==> config.mk <==
export PLATFORM = sky130hd
export DESIGN_NAME = global_control
export DESIGN_NICKNAME = d
export VERILOG_FILES = /design/src/verilog/main_ctrl_pkg.sv /design/src/verilog/global_control.sv
export SDC_FILE = /design/constraint.sdc
export NUM_CORES = 1
export LEC_CHECK = 0
export BUFFER_PORTS_ARGS = -buffer_cell sky130_fd_sc_hd__buf_2
export CORE_MARGIN = 2
export CORE_UTILIZATION = 40
export CTS_CLUSTER_DIAMETER = 30
export DETAILED_ROUTE_END_ITERATION = 7
export HOLD_SLACK_MARGIN = 0.05
export RECOVER_POWER = 25
export REMOVE_ABC_BUFFERS = 1
export SETUP_SLACK_MARGIN = 0.2
export SLEW_MARGIN = 40
export SYNTH_ARGS = -nofsm -noshare
export SYNTH_HDL_FRONTEND = slang
export SYNTH_SLANG_ARGS = --single-unit
==> constraint.sdc <==
create_clock -name clk_in -period 2.8 [get_ports clk_in]
set_clock_uncertainty 0.1 [all_clocks]
set_input_delay 0.28 -clock clk_in [delete_from_list [all_inputs] [get_ports clk_in]]
set_output_delay 0.28 -clock clk_in [all_outputs]
set_load 0.02 [all_outputs]
==> src/verilog/main_ctrl_pkg.sv <==
`default_nettype none
package main_ctrl_pkg;
  // Serial frame layout, 24 bits, MSB first
  localparam int unsigned FRAME_BITS      = 24;
  localparam int unsigned RW_BIT          = 23;
  localparam int unsigned DATA_REGISTER_SELECT_HI         = 20;
  localparam int unsigned DATA_REGISTER_SELECT_LO         = 18;
  localparam int unsigned CONTROL_REGISTER_SELECT_HI         = 15;
  localparam int unsigned CONTROL_REGISTER_SELECT_LO         = 13;
  localparam logic [2:0]  DATA_REGISTER_SELECT_CONTROL    = 3'h7;
  localparam logic [2:0]  CONTROL_REGISTER_SELECT_MAIN       = 3'h1;

  // Main control field positions
  localparam int unsigned POLARITY_BIT    = 12;
  localparam int unsigned ECHO_BIT        = 11;
  localparam int unsigned WD_ON_BIT       = 10;
  localparam int unsigned WD_SEL_HI       = 9;
  localparam int unsigned WD_SEL_LO       = 8;
  localparam int unsigned SHORT_LIMIT_BIT = 6;
  localparam int unsigned OUT_ALL_BIT     = 5;
  localparam int unsigned BOOST_ALL_BIT   = 4;

  // Reset values of the fields
  localparam logic       POLARITY_RST     = 1'b0;
  localparam logic       ECHO_RST         = 1'b0;
  localparam logic       WD_ON_RST        = 1'b0;
  localparam logic [1:0] WD_SEL_RST       = 2'h0;
  localparam logic       SHORT_LIMIT_RST  = 1'b0;
  localparam logic       OUT_ALL_RST      = 1'b0;
  localparam logic       BOOST_ALL_RST    = 1'b0;

  // Watchdog timing
  localparam int unsigned CLK_KHZ         = 25000;
  localparam int unsigned WD_T0_MS        = 5;
  localparam int unsigned WD_T1_MS        = 10;
  localparam int unsigned WD_T2_MS        = 100;
  localparam int unsigned WD_T3_MS        = 200;
  localparam int unsigned WD_T0_CYCLES    = WD_T0_MS * CLK_KHZ;
  localparam int unsigned WD_T1_CYCLES    = WD_T1_MS * CLK_KHZ;
  localparam int unsigned WD_T2_CYCLES    = WD_T2_MS * CLK_KHZ;
  localparam int unsigned WD_T3_CYCLES    = WD_T3_MS * CLK_KHZ;
  localparam int unsigned WD_CNT_W        = 23;

  localparam int unsigned CHANNELS        = 4;
  localparam int unsigned STATUS_W        = 16;

  typedef enum logic [1:0] {
    FRAME_IDLE   = 2'h0,
    FRAME_SHIFT  = 2'h1,
    FRAME_COMMIT = 2'h3
  } frame_state_type;
endpackage
`default_nettype wire
==> src/verilog/global_control.sv <==
// Functional notes
// A write frame with data-register select 111 and control-register select 001 loads this register.
// The polarity field sets the level of every voltage output that is not enabled.
// Polarity 0 makes a disabled output follow the power-on-condition pin.
// Polarity 1 makes a disabled output take the inverse of the power-on-condition pin.
// Polarity, status echo, watchdog enable and short limit select all reset to zero.
// With status echo set, status is shifted out on the serial output during each write frame.
// The interface watchdog runs only while its enable bit is set.
// Timeout select 00, 01, 10, 11 gives 5, 10, 100, 200 ms.
// Short limit select 0 means a 16 mA limit, 1 means 8 mA.
// The global output enable turns on the outputs of all four channels together.
// The host uses either the global output enable or the per-channel ones, never both.
// The global boost power bit powers up all four boost converters together.
// The host disables every output before clearing the global boost power bit.
// The host uses either the global boost power bit or the per-channel ones, never both.
// Data bit 7 and bits 3 to 0 of the main control write are ignored.
`default_nettype none
module global_control
  import main_ctrl_pkg::*;
#(
  parameter int unsigned TIMEOUT0_CYCLES = main_ctrl_pkg::WD_T0_CYCLES,
  parameter int unsigned TIMEOUT1_CYCLES = main_ctrl_pkg::WD_T1_CYCLES,
  parameter int unsigned TIMEOUT2_CYCLES = main_ctrl_pkg::WD_T2_CYCLES,
  parameter int unsigned TIMEOUT3_CYCLES = main_ctrl_pkg::WD_T3_CYCLES
) (
  // Clock and reset
  input  wire logic                                  clk_in,
  input  wire logic                                  sys_rst_in,
  // Serial pins
  input  wire logic                                  sclk_in,
  input  wire logic                                  sync_n_in,
  input  wire logic                                  sdin_in,
  output var  logic                                  sdo_out,
  output var  logic                                  sdo_oe_out,
  // Power-on-condition pin
  input  wire logic                                  poc_pin_in,
  // Per-channel controls and device status
  input  wire logic [main_ctrl_pkg::CHANNELS-1:0]    channel_output_on_in,
  input  wire logic [main_ctrl_pkg::CHANNELS-1:0]    channel_boost_power_in,
  input  wire logic [main_ctrl_pkg::STATUS_W-1:0]    status_in,
  // Channel drive
  output var  logic [main_ctrl_pkg::CHANNELS-1:0]    output_enable_out,
  output var  logic [main_ctrl_pkg::CHANNELS-1:0]    boost_power_out,
  output var  logic [main_ctrl_pkg::CHANNELS-1:0]    disabled_level_out,
  output var  logic                                  short_limit_8ma_out,
  // Watchdog
  output var  logic                                  watchdog_alarm_out
);
  import main_ctrl_pkg::*;

  typedef struct packed {
    logic                   sclk_s1;
    logic                   sclk_s2;
    logic                   sclk_s3;
    logic                   sync_s1;
    logic                   sync_s2;
    logic                   sync_s3;
    logic                   sdin_s1;
    logic                   sdin_s2;
    logic                   poc_s1;
    logic                   poc_s2;
    frame_state_type        state;
    logic [FRAME_BITS-1:0]  shift;
    logic [4:0]             bit_cnt;
    logic [FRAME_BITS-1:0]  echo_shift;
    logic                   sdo;
    logic                   sdo_oe;
    logic                   disabled_output_polarity;
    logic                   status_echo_on_write;
    logic                   watchdog_on;
    logic                   timeout_select_hi;
    logic                   timeout_select_lo;
    logic                   short_limit_select;
    logic                   global_output_on;
    logic                   global_boost_power;
    logic [WD_CNT_W-1:0]    wd_cnt;
    logic                   alarm;
    logic [CHANNELS-1:0]    out_en;
    logic [CHANNELS-1:0]    boost;
    logic [CHANNELS-1:0]    park;
  } state_type;

  localparam logic [4:0] FRAME_BITS_C = 5'(FRAME_BITS);

  function automatic logic [WD_CNT_W-1:0] timeout_reload(input logic [1:0] sel);
    unique case (sel)
      2'h0: timeout_reload = WD_CNT_W'(TIMEOUT0_CYCLES - 1);
      2'h1: timeout_reload = WD_CNT_W'(TIMEOUT1_CYCLES - 1);
      2'h2: timeout_reload = WD_CNT_W'(TIMEOUT2_CYCLES - 1);
      2'h3: timeout_reload = WD_CNT_W'(TIMEOUT3_CYCLES - 1);
    endcase
  endfunction

  function automatic logic is_main_write(input logic [FRAME_BITS-1:0] w);
    is_main_write = !w[RW_BIT]
                    && (w[DATA_REGISTER_SELECT_HI:DATA_REGISTER_SELECT_LO] == DATA_REGISTER_SELECT_CONTROL)
                    && (w[CONTROL_REGISTER_SELECT_HI:CONTROL_REGISTER_SELECT_LO] == CONTROL_REGISTER_SELECT_MAIN);
  endfunction

  state_type st;
  state_type next_st;

  logic sclk_fall;
  logic sclk_rise;
  logic sync_fall;
  logic sync_rise;
  logic level;

  always_comb begin
    next_st = st;
    // Synchronisers: first stage read only by second
    next_st.sclk_s1 = sclk_in;
    next_st.sclk_s2 = st.sclk_s1;
    next_st.sclk_s3 = st.sclk_s2;
    next_st.sync_s1 = sync_n_in;
    next_st.sync_s2 = st.sync_s1;
    next_st.sync_s3 = st.sync_s2;
    next_st.sdin_s1 = sdin_in;
    next_st.sdin_s2 = st.sdin_s1;
    next_st.poc_s1  = poc_pin_in;
    next_st.poc_s2  = st.poc_s1;

    sclk_fall = st.sclk_s3 && !st.sclk_s2;
    sclk_rise = !st.sclk_s3 && st.sclk_s2;
    sync_fall = st.sync_s3 && !st.sync_s2;
    sync_rise = !st.sync_s3 && st.sync_s2;

    unique case (st.state)
      FRAME_IDLE: begin
        next_st.sdo_oe = 1'b0;
        if (sync_fall) begin
          next_st.state      = FRAME_SHIFT;
          next_st.bit_cnt    = 5'h00;
          next_st.echo_shift = {{(FRAME_BITS-STATUS_W){1'b0}}, status_in};
          next_st.sdo        = 1'b0;
          next_st.sdo_oe     = st.status_echo_on_write;
        end
      end
      FRAME_SHIFT: begin
        // Data taken on falling SCLK, echo moves on rising SCLK
        if (sclk_fall) begin
          next_st.shift = {st.shift[FRAME_BITS-2:0], st.sdin_s2};
          if (st.bit_cnt != 5'h1F) begin
            next_st.bit_cnt = st.bit_cnt + 5'h01;
          end
        end
        if (sclk_rise) begin
          next_st.sdo        = st.echo_shift[FRAME_BITS-1];
          next_st.echo_shift = {st.echo_shift[FRAME_BITS-2:0], 1'b0};
        end
        if (sync_rise) begin
          next_st.sdo_oe = 1'b0;
          next_st.state  = (st.bit_cnt == FRAME_BITS_C) ? FRAME_COMMIT : FRAME_IDLE;
        end
      end
      FRAME_COMMIT: begin
        next_st.state = FRAME_IDLE;
        if (is_main_write(st.shift)) begin
          // Bit 7 and bits 3..0 are not stored
          next_st.disabled_output_polarity = st.shift[POLARITY_BIT];
          next_st.status_echo_on_write     = st.shift[ECHO_BIT];
          next_st.watchdog_on              = st.shift[WD_ON_BIT];
          next_st.timeout_select_hi        = st.shift[WD_SEL_HI];
          next_st.timeout_select_lo        = st.shift[WD_SEL_LO];
          next_st.short_limit_select       = st.shift[SHORT_LIMIT_BIT];
          next_st.global_output_on         = st.shift[OUT_ALL_BIT];
          next_st.global_boost_power       = st.shift[BOOST_ALL_BIT];
        end
      end
      default: begin
        next_st.state  = FRAME_IDLE;
        next_st.sdo_oe = 1'b0;
      end
    endcase

    // Watchdog: any complete frame refreshes it and clears the alarm
    // Reload from the fields being written, so a new timeout applies at once
    if (!st.watchdog_on || st.state == FRAME_COMMIT) begin
      next_st.wd_cnt = timeout_reload({next_st.timeout_select_hi,
                                       next_st.timeout_select_lo});
      if (st.state == FRAME_COMMIT) begin
        next_st.alarm = 1'b0;
      end
    end else if (st.wd_cnt == '0) begin
      next_st.alarm  = 1'b1;
      next_st.wd_cnt = timeout_reload({st.timeout_select_hi, st.timeout_select_lo});
    end else begin
      next_st.wd_cnt = st.wd_cnt - WD_CNT_W'(1);
    end

    // Level of a parked output
    level = st.poc_s2 ^ st.disabled_output_polarity;
    for (int i = 0; i < CHANNELS; i++) begin
      next_st.out_en[i] = channel_output_on_in[i] | st.global_output_on;
      next_st.boost[i]  = channel_boost_power_in[i] | st.global_boost_power;
      next_st.park[i]   = !next_st.out_en[i] && level;
    end

    if (sys_rst_in) begin
      next_st                          = '0;
      next_st.state                    = FRAME_IDLE;
      // Idle level of the serial clock is high: no false edge after reset
      next_st.sclk_s1                  = 1'b1;
      next_st.sclk_s2                  = 1'b1;
      next_st.sclk_s3                  = 1'b1;
      next_st.sync_s1                  = 1'b1;
      next_st.sync_s2                  = 1'b1;
      next_st.sync_s3                  = 1'b1;
      next_st.disabled_output_polarity = POLARITY_RST;
      next_st.status_echo_on_write     = ECHO_RST;
      next_st.watchdog_on              = WD_ON_RST;
      next_st.timeout_select_hi        = WD_SEL_RST[1];
      next_st.timeout_select_lo        = WD_SEL_RST[0];
      next_st.short_limit_select       = SHORT_LIMIT_RST;
      next_st.global_output_on         = OUT_ALL_RST;
      next_st.global_boost_power       = BOOST_ALL_RST;
      next_st.wd_cnt                   = WD_CNT_W'(TIMEOUT0_CYCLES - 1);
    end
  end

  always_ff @(posedge clk_in) begin
    st <= next_st;
  end

  assign sdo_out             = st.sdo;
  assign sdo_oe_out          = st.sdo_oe;
  assign output_enable_out   = st.out_en;
  assign boost_power_out     = st.boost;
  assign disabled_level_out  = st.park;
  assign short_limit_8ma_out = st.short_limit_select;
  assign watchdog_alarm_out  = st.alarm;
endmodule
`default_nettype wire

==> run_results.csv <==
group,metric,value,unit
status,outcome,"completed",
sta,finalHoldViolations,0,
finish,finalNonFillerCells,733,
synthesis,yosys_warnings,0,
place,placed_cells,702,
synthesis,synth-seq-cells,111,
sta,min_period,2.432,ns
finish,area_delta_synth_final,14.46,%
sta,finalCritPeriodShare,86.86,%
pwr,ir_worst_vdd,0.4617,mV
synthesis,synth_edf_count,0,
synthesis,synth_area,4733,um^2
synthesis,synth_top_area_cell,"dfxtp_1",
hold_path,hold_path_class,"in2reg",
worst_setup_path,crit_type,"reg2reg",
die,die_w,112.8,um
finish,multi_input_comb_area,2278,um^2
sta,maxSlewHeadroom,36.87,%
synthesis,synth_top_area_share,46.95,%
global_route,antenna_found_initial,0,
die,fp.dieH,112.8,um
worst_setup_path,startpoint,"st[95]$_SDFFE_PP0P_",
worst_setup_path,crit_fanout,3,
global_route,grt_max_degree,44,
worst_setup_path,worst_ep_required_time,2.96,ns
synthesis,synth_fa_ha_area_share,3.701,%
global_route,grt_pass1_vias,3642,
clock_network,cts_tree,"built",
synthesis,synth-xor-area-share,3.886,%
die,io-pin-count,46,
die,rows,39,
sta,fin_setup_tns,0,ns
finish,drive_above_1_share,13.22,%
worst_setup_path,critPathLaunchType,"flop",
sta,slew_viol_final,0,
hold_path,hold_path.startpoint,"status_in[0]",
routing,vias_per_cell,5.241,
sta,tightest_slew,0.9470,ns
place,place.gp.congestion,0.8763,
finish,nets,629,
worst_setup_path,cp_data_arrival_time,2.59,ns
die,start_util,41.28,%
sta,setup_ws,0.3679,ns
finish,num_antenna_cells,0,
synthesis,synth_area_per_cell,8.653,um^2
synthesis,synth_compound_area_share,13.40,%
clock_network,htree_levels,3,
synthesis,synthSimpleGateAreaFrac,24.16,%
worst_setup_path,reg2reg_slack,0.37,ns
worst_setup_path,r2r_start,"st[95]$_SDFFE_PP0P_",
clock_network,ctsRootBufferMaster,"clkbuf_16",
sta,worst_hold_slack,0.07519,ns
global_route,gr-total-overflow,0,
finish,final.fill_count,1112,
synthesis,syn_inst,547,
worst_setup_path,crit_path_end_kind,"flop",
place,pre_cts_slack,0.2819,ns
synthesis,muxShareOfSynthArea,2.141,%
worst_setup_path,crit_end,"st[30]$_SDFF_PP0_",
clock_network,clk_path_buf_depth,2,
sta,rsz0062_at_grt,"no",
sta,setup_viol,0,
routing,num_vias,3842,
pwr,p_per_area,545.6,nW/um^2
sta,fmax,411.2,MHz
clock_network,clock_sinks,111,
clock_network,clock_latency,0.35,ns
global_route,track_usage,16.58,%
finish,final-seq-area,2222,um^2
worst_setup_path,reg2reg_to,"st[30]$_SDFF_PP0_",
pwr,p_leak,0.002020,uW
routing,avgRoutedWirePerCell,13.98,um
routing,routed_wl,10.25,mm
place,portBuffers,45,
synthesis,netlist_top_cells_area,"dfxtp_1 (47%), nand2_1 (6.2%), a21oi_1 (5.3%)",
place,dpl.hpwl,6.788,mm
synthesis,ys.flop_type,"dfxtp_1",
global_route,grt_pass1_wl,17.27,mm
synthesis,async_reset_ff_share,0,%
routing,drt_pre_antenna_iters,4,
synthesis,synth_top_family_by_area,"simple AND/OR/NAND/NOR gates",
routing,ant_nets,0,
synthesis,ys_seq_area_share,46.95,%
clock_network,clk_pin_slew,0.07,ns
die,die-area,12720,um^2
run,cap_violations,0,
worst_setup_path,r2r.worst_path.cells,9,
clock_network,numCtsBuffers,9,
routing,drc,0,
die,core_area,11470,um^2
synthesis,ys_types,52,
routing,dr.first_iter.drc_count,174,
==> cells in the mapped netlist, types with 6 or more instances <==
cell type  number
xor2_1         13
nand3_1        16
dfxtp_1       111
a21oi_1        50
nand2_1        78
buf_4          13
nor2_1         63
inv_1          12
buf_2          11
nor3_1         27
clkbuf_1       20
or2_2           6
nor2b_1         8
xnor2_1         8
ha_1           14
a221oi_1       16
mux2i_1         9
o21ai_0         9
==> kinds of logic after synthesis <==
family | after synthesis
AND/OR/NAND/NOR | 235
flip-flops | 111
AO/OA/AOI/OAI | 100
buffers and inverters | 56
XOR/XNOR | 21
adder cells (fa/ha/maj) | 14
multiplexers | 10
==> registers in the layout, summed over array words and instances (netlist names) <==
name and count:
boost_power_out 4, sdo_oe_out 1, st 95, short_limit_8ma_out 1, sdo_out 1, disabled_level_out 4
output_enable_out 4, watchdog_alarm_out 1
==> report_power, final <==
part	internal [uW]	leakage (uW)	total, uW	switching, uW
Clock	609	0.000123	1190	584
Sequential	1600	0.000900	1620	12.6
Combinational	59.4	0.000996	146	86.8
==> metrics by stage <==
stage / total power, uW / util, % / cell area, um^2
detailed placement: 1792 / 43.74 / 5016
finish: 2956 / 47.25 / 5418
floorplan: 1717 / - / 4506
global placement: 1786 / 43.61 / 5001
global route: 3069 / 47.25 / 5418
CTS: 3005 / 47.14 / 5405
==> routing by layer <==
metal,global-route usage [%],vias to the layer above,wire (um)
li1,-,1941,-
met1,21.64,1803,4764
met3,4.981,14,643
met5,0,-,0
met2,26.31,84,4719
met4,5.528,0,122
==> worst min path at each step <==
| stage | end | slack, ns | cells past startpoint |
|---|---|---|---|
| after floorplan | sdo_out$_SDFFE_PP0P_ | 0.25 | 1 |
| after global placement | st[109]$_SDFF_PP1_ | 0.29 | 1 |
| after detailed placement | st[106]$_SDFF_PP1_ | 0.30 | 1 |
| after CTS | st[46]$_SDFFE_PP0P_ | 0.06 | 3 |
| after global routing | st[46]$_SDFFE_PP0P_ | 0.09 | 3 |
| final | st[46]$_SDFFE_PP0P_ | 0.08 | 3 |
==> cell type report <==
cell class	instances	share of cell area [%]
well taps	143	3.303
multi-input cells	380	42.06
inverters	12	0.8314
flip-flops and latches	111	41.02
clock buffers	12	4.365
repair buffers	71	7.829
clock inverters	4	0.6005
==> cell usage in the layout, fill, tap and decap left out, types with 3 or more instances in the layout <==
master	Yosys	routed
o21ai_0	9	9
nor2_1	63	63
a311oi_1	3	3
dlygate4sd3_1	0	12
nor3_1	27	27
nor4_1	5	5
xnor2_1	8	8
buf_4	13	11
o31ai_1	3	3
a21oi_1	50	50
mux2i_1	9	7
clkbuf_16	0	9
nand3b_1	3	3
a221oi_1	16	16
and3_1	5	5
dfxtp_1	111	111
nand2_1	78	78
nor2b_1	8	7
clkbuf_1	20	18
a211oi_1	3	3
nand2b_1	4	3
ha_1	14	14
buf_2	11	32
or2_2	6	6
nand3_1	16	16
inv_1	12	11
or4_1	3	3
xor2_1	13	13
==> worst max-delay path, stage by stage (launching register included) <==
cell	delay, ns
dfxtp_1	0.34
and4_1	0.19
nand3_1	0.12
nor4_4	0.36
mux2i_2	0.33
inv_2	0.08
ha_1	0.30
nand2b_4	0.15
a21boi_0	0.13
a311oi_1	0.24
==> repair_timing <==
action,in CTS,in global routing
hold buffers,12,0
gates resized for setup,0,5
endpoints found under the setup margin,0,2
endpoints found under the hold margin,14,0
setup buffers,0,3
(Power assumes the default switching activity.)
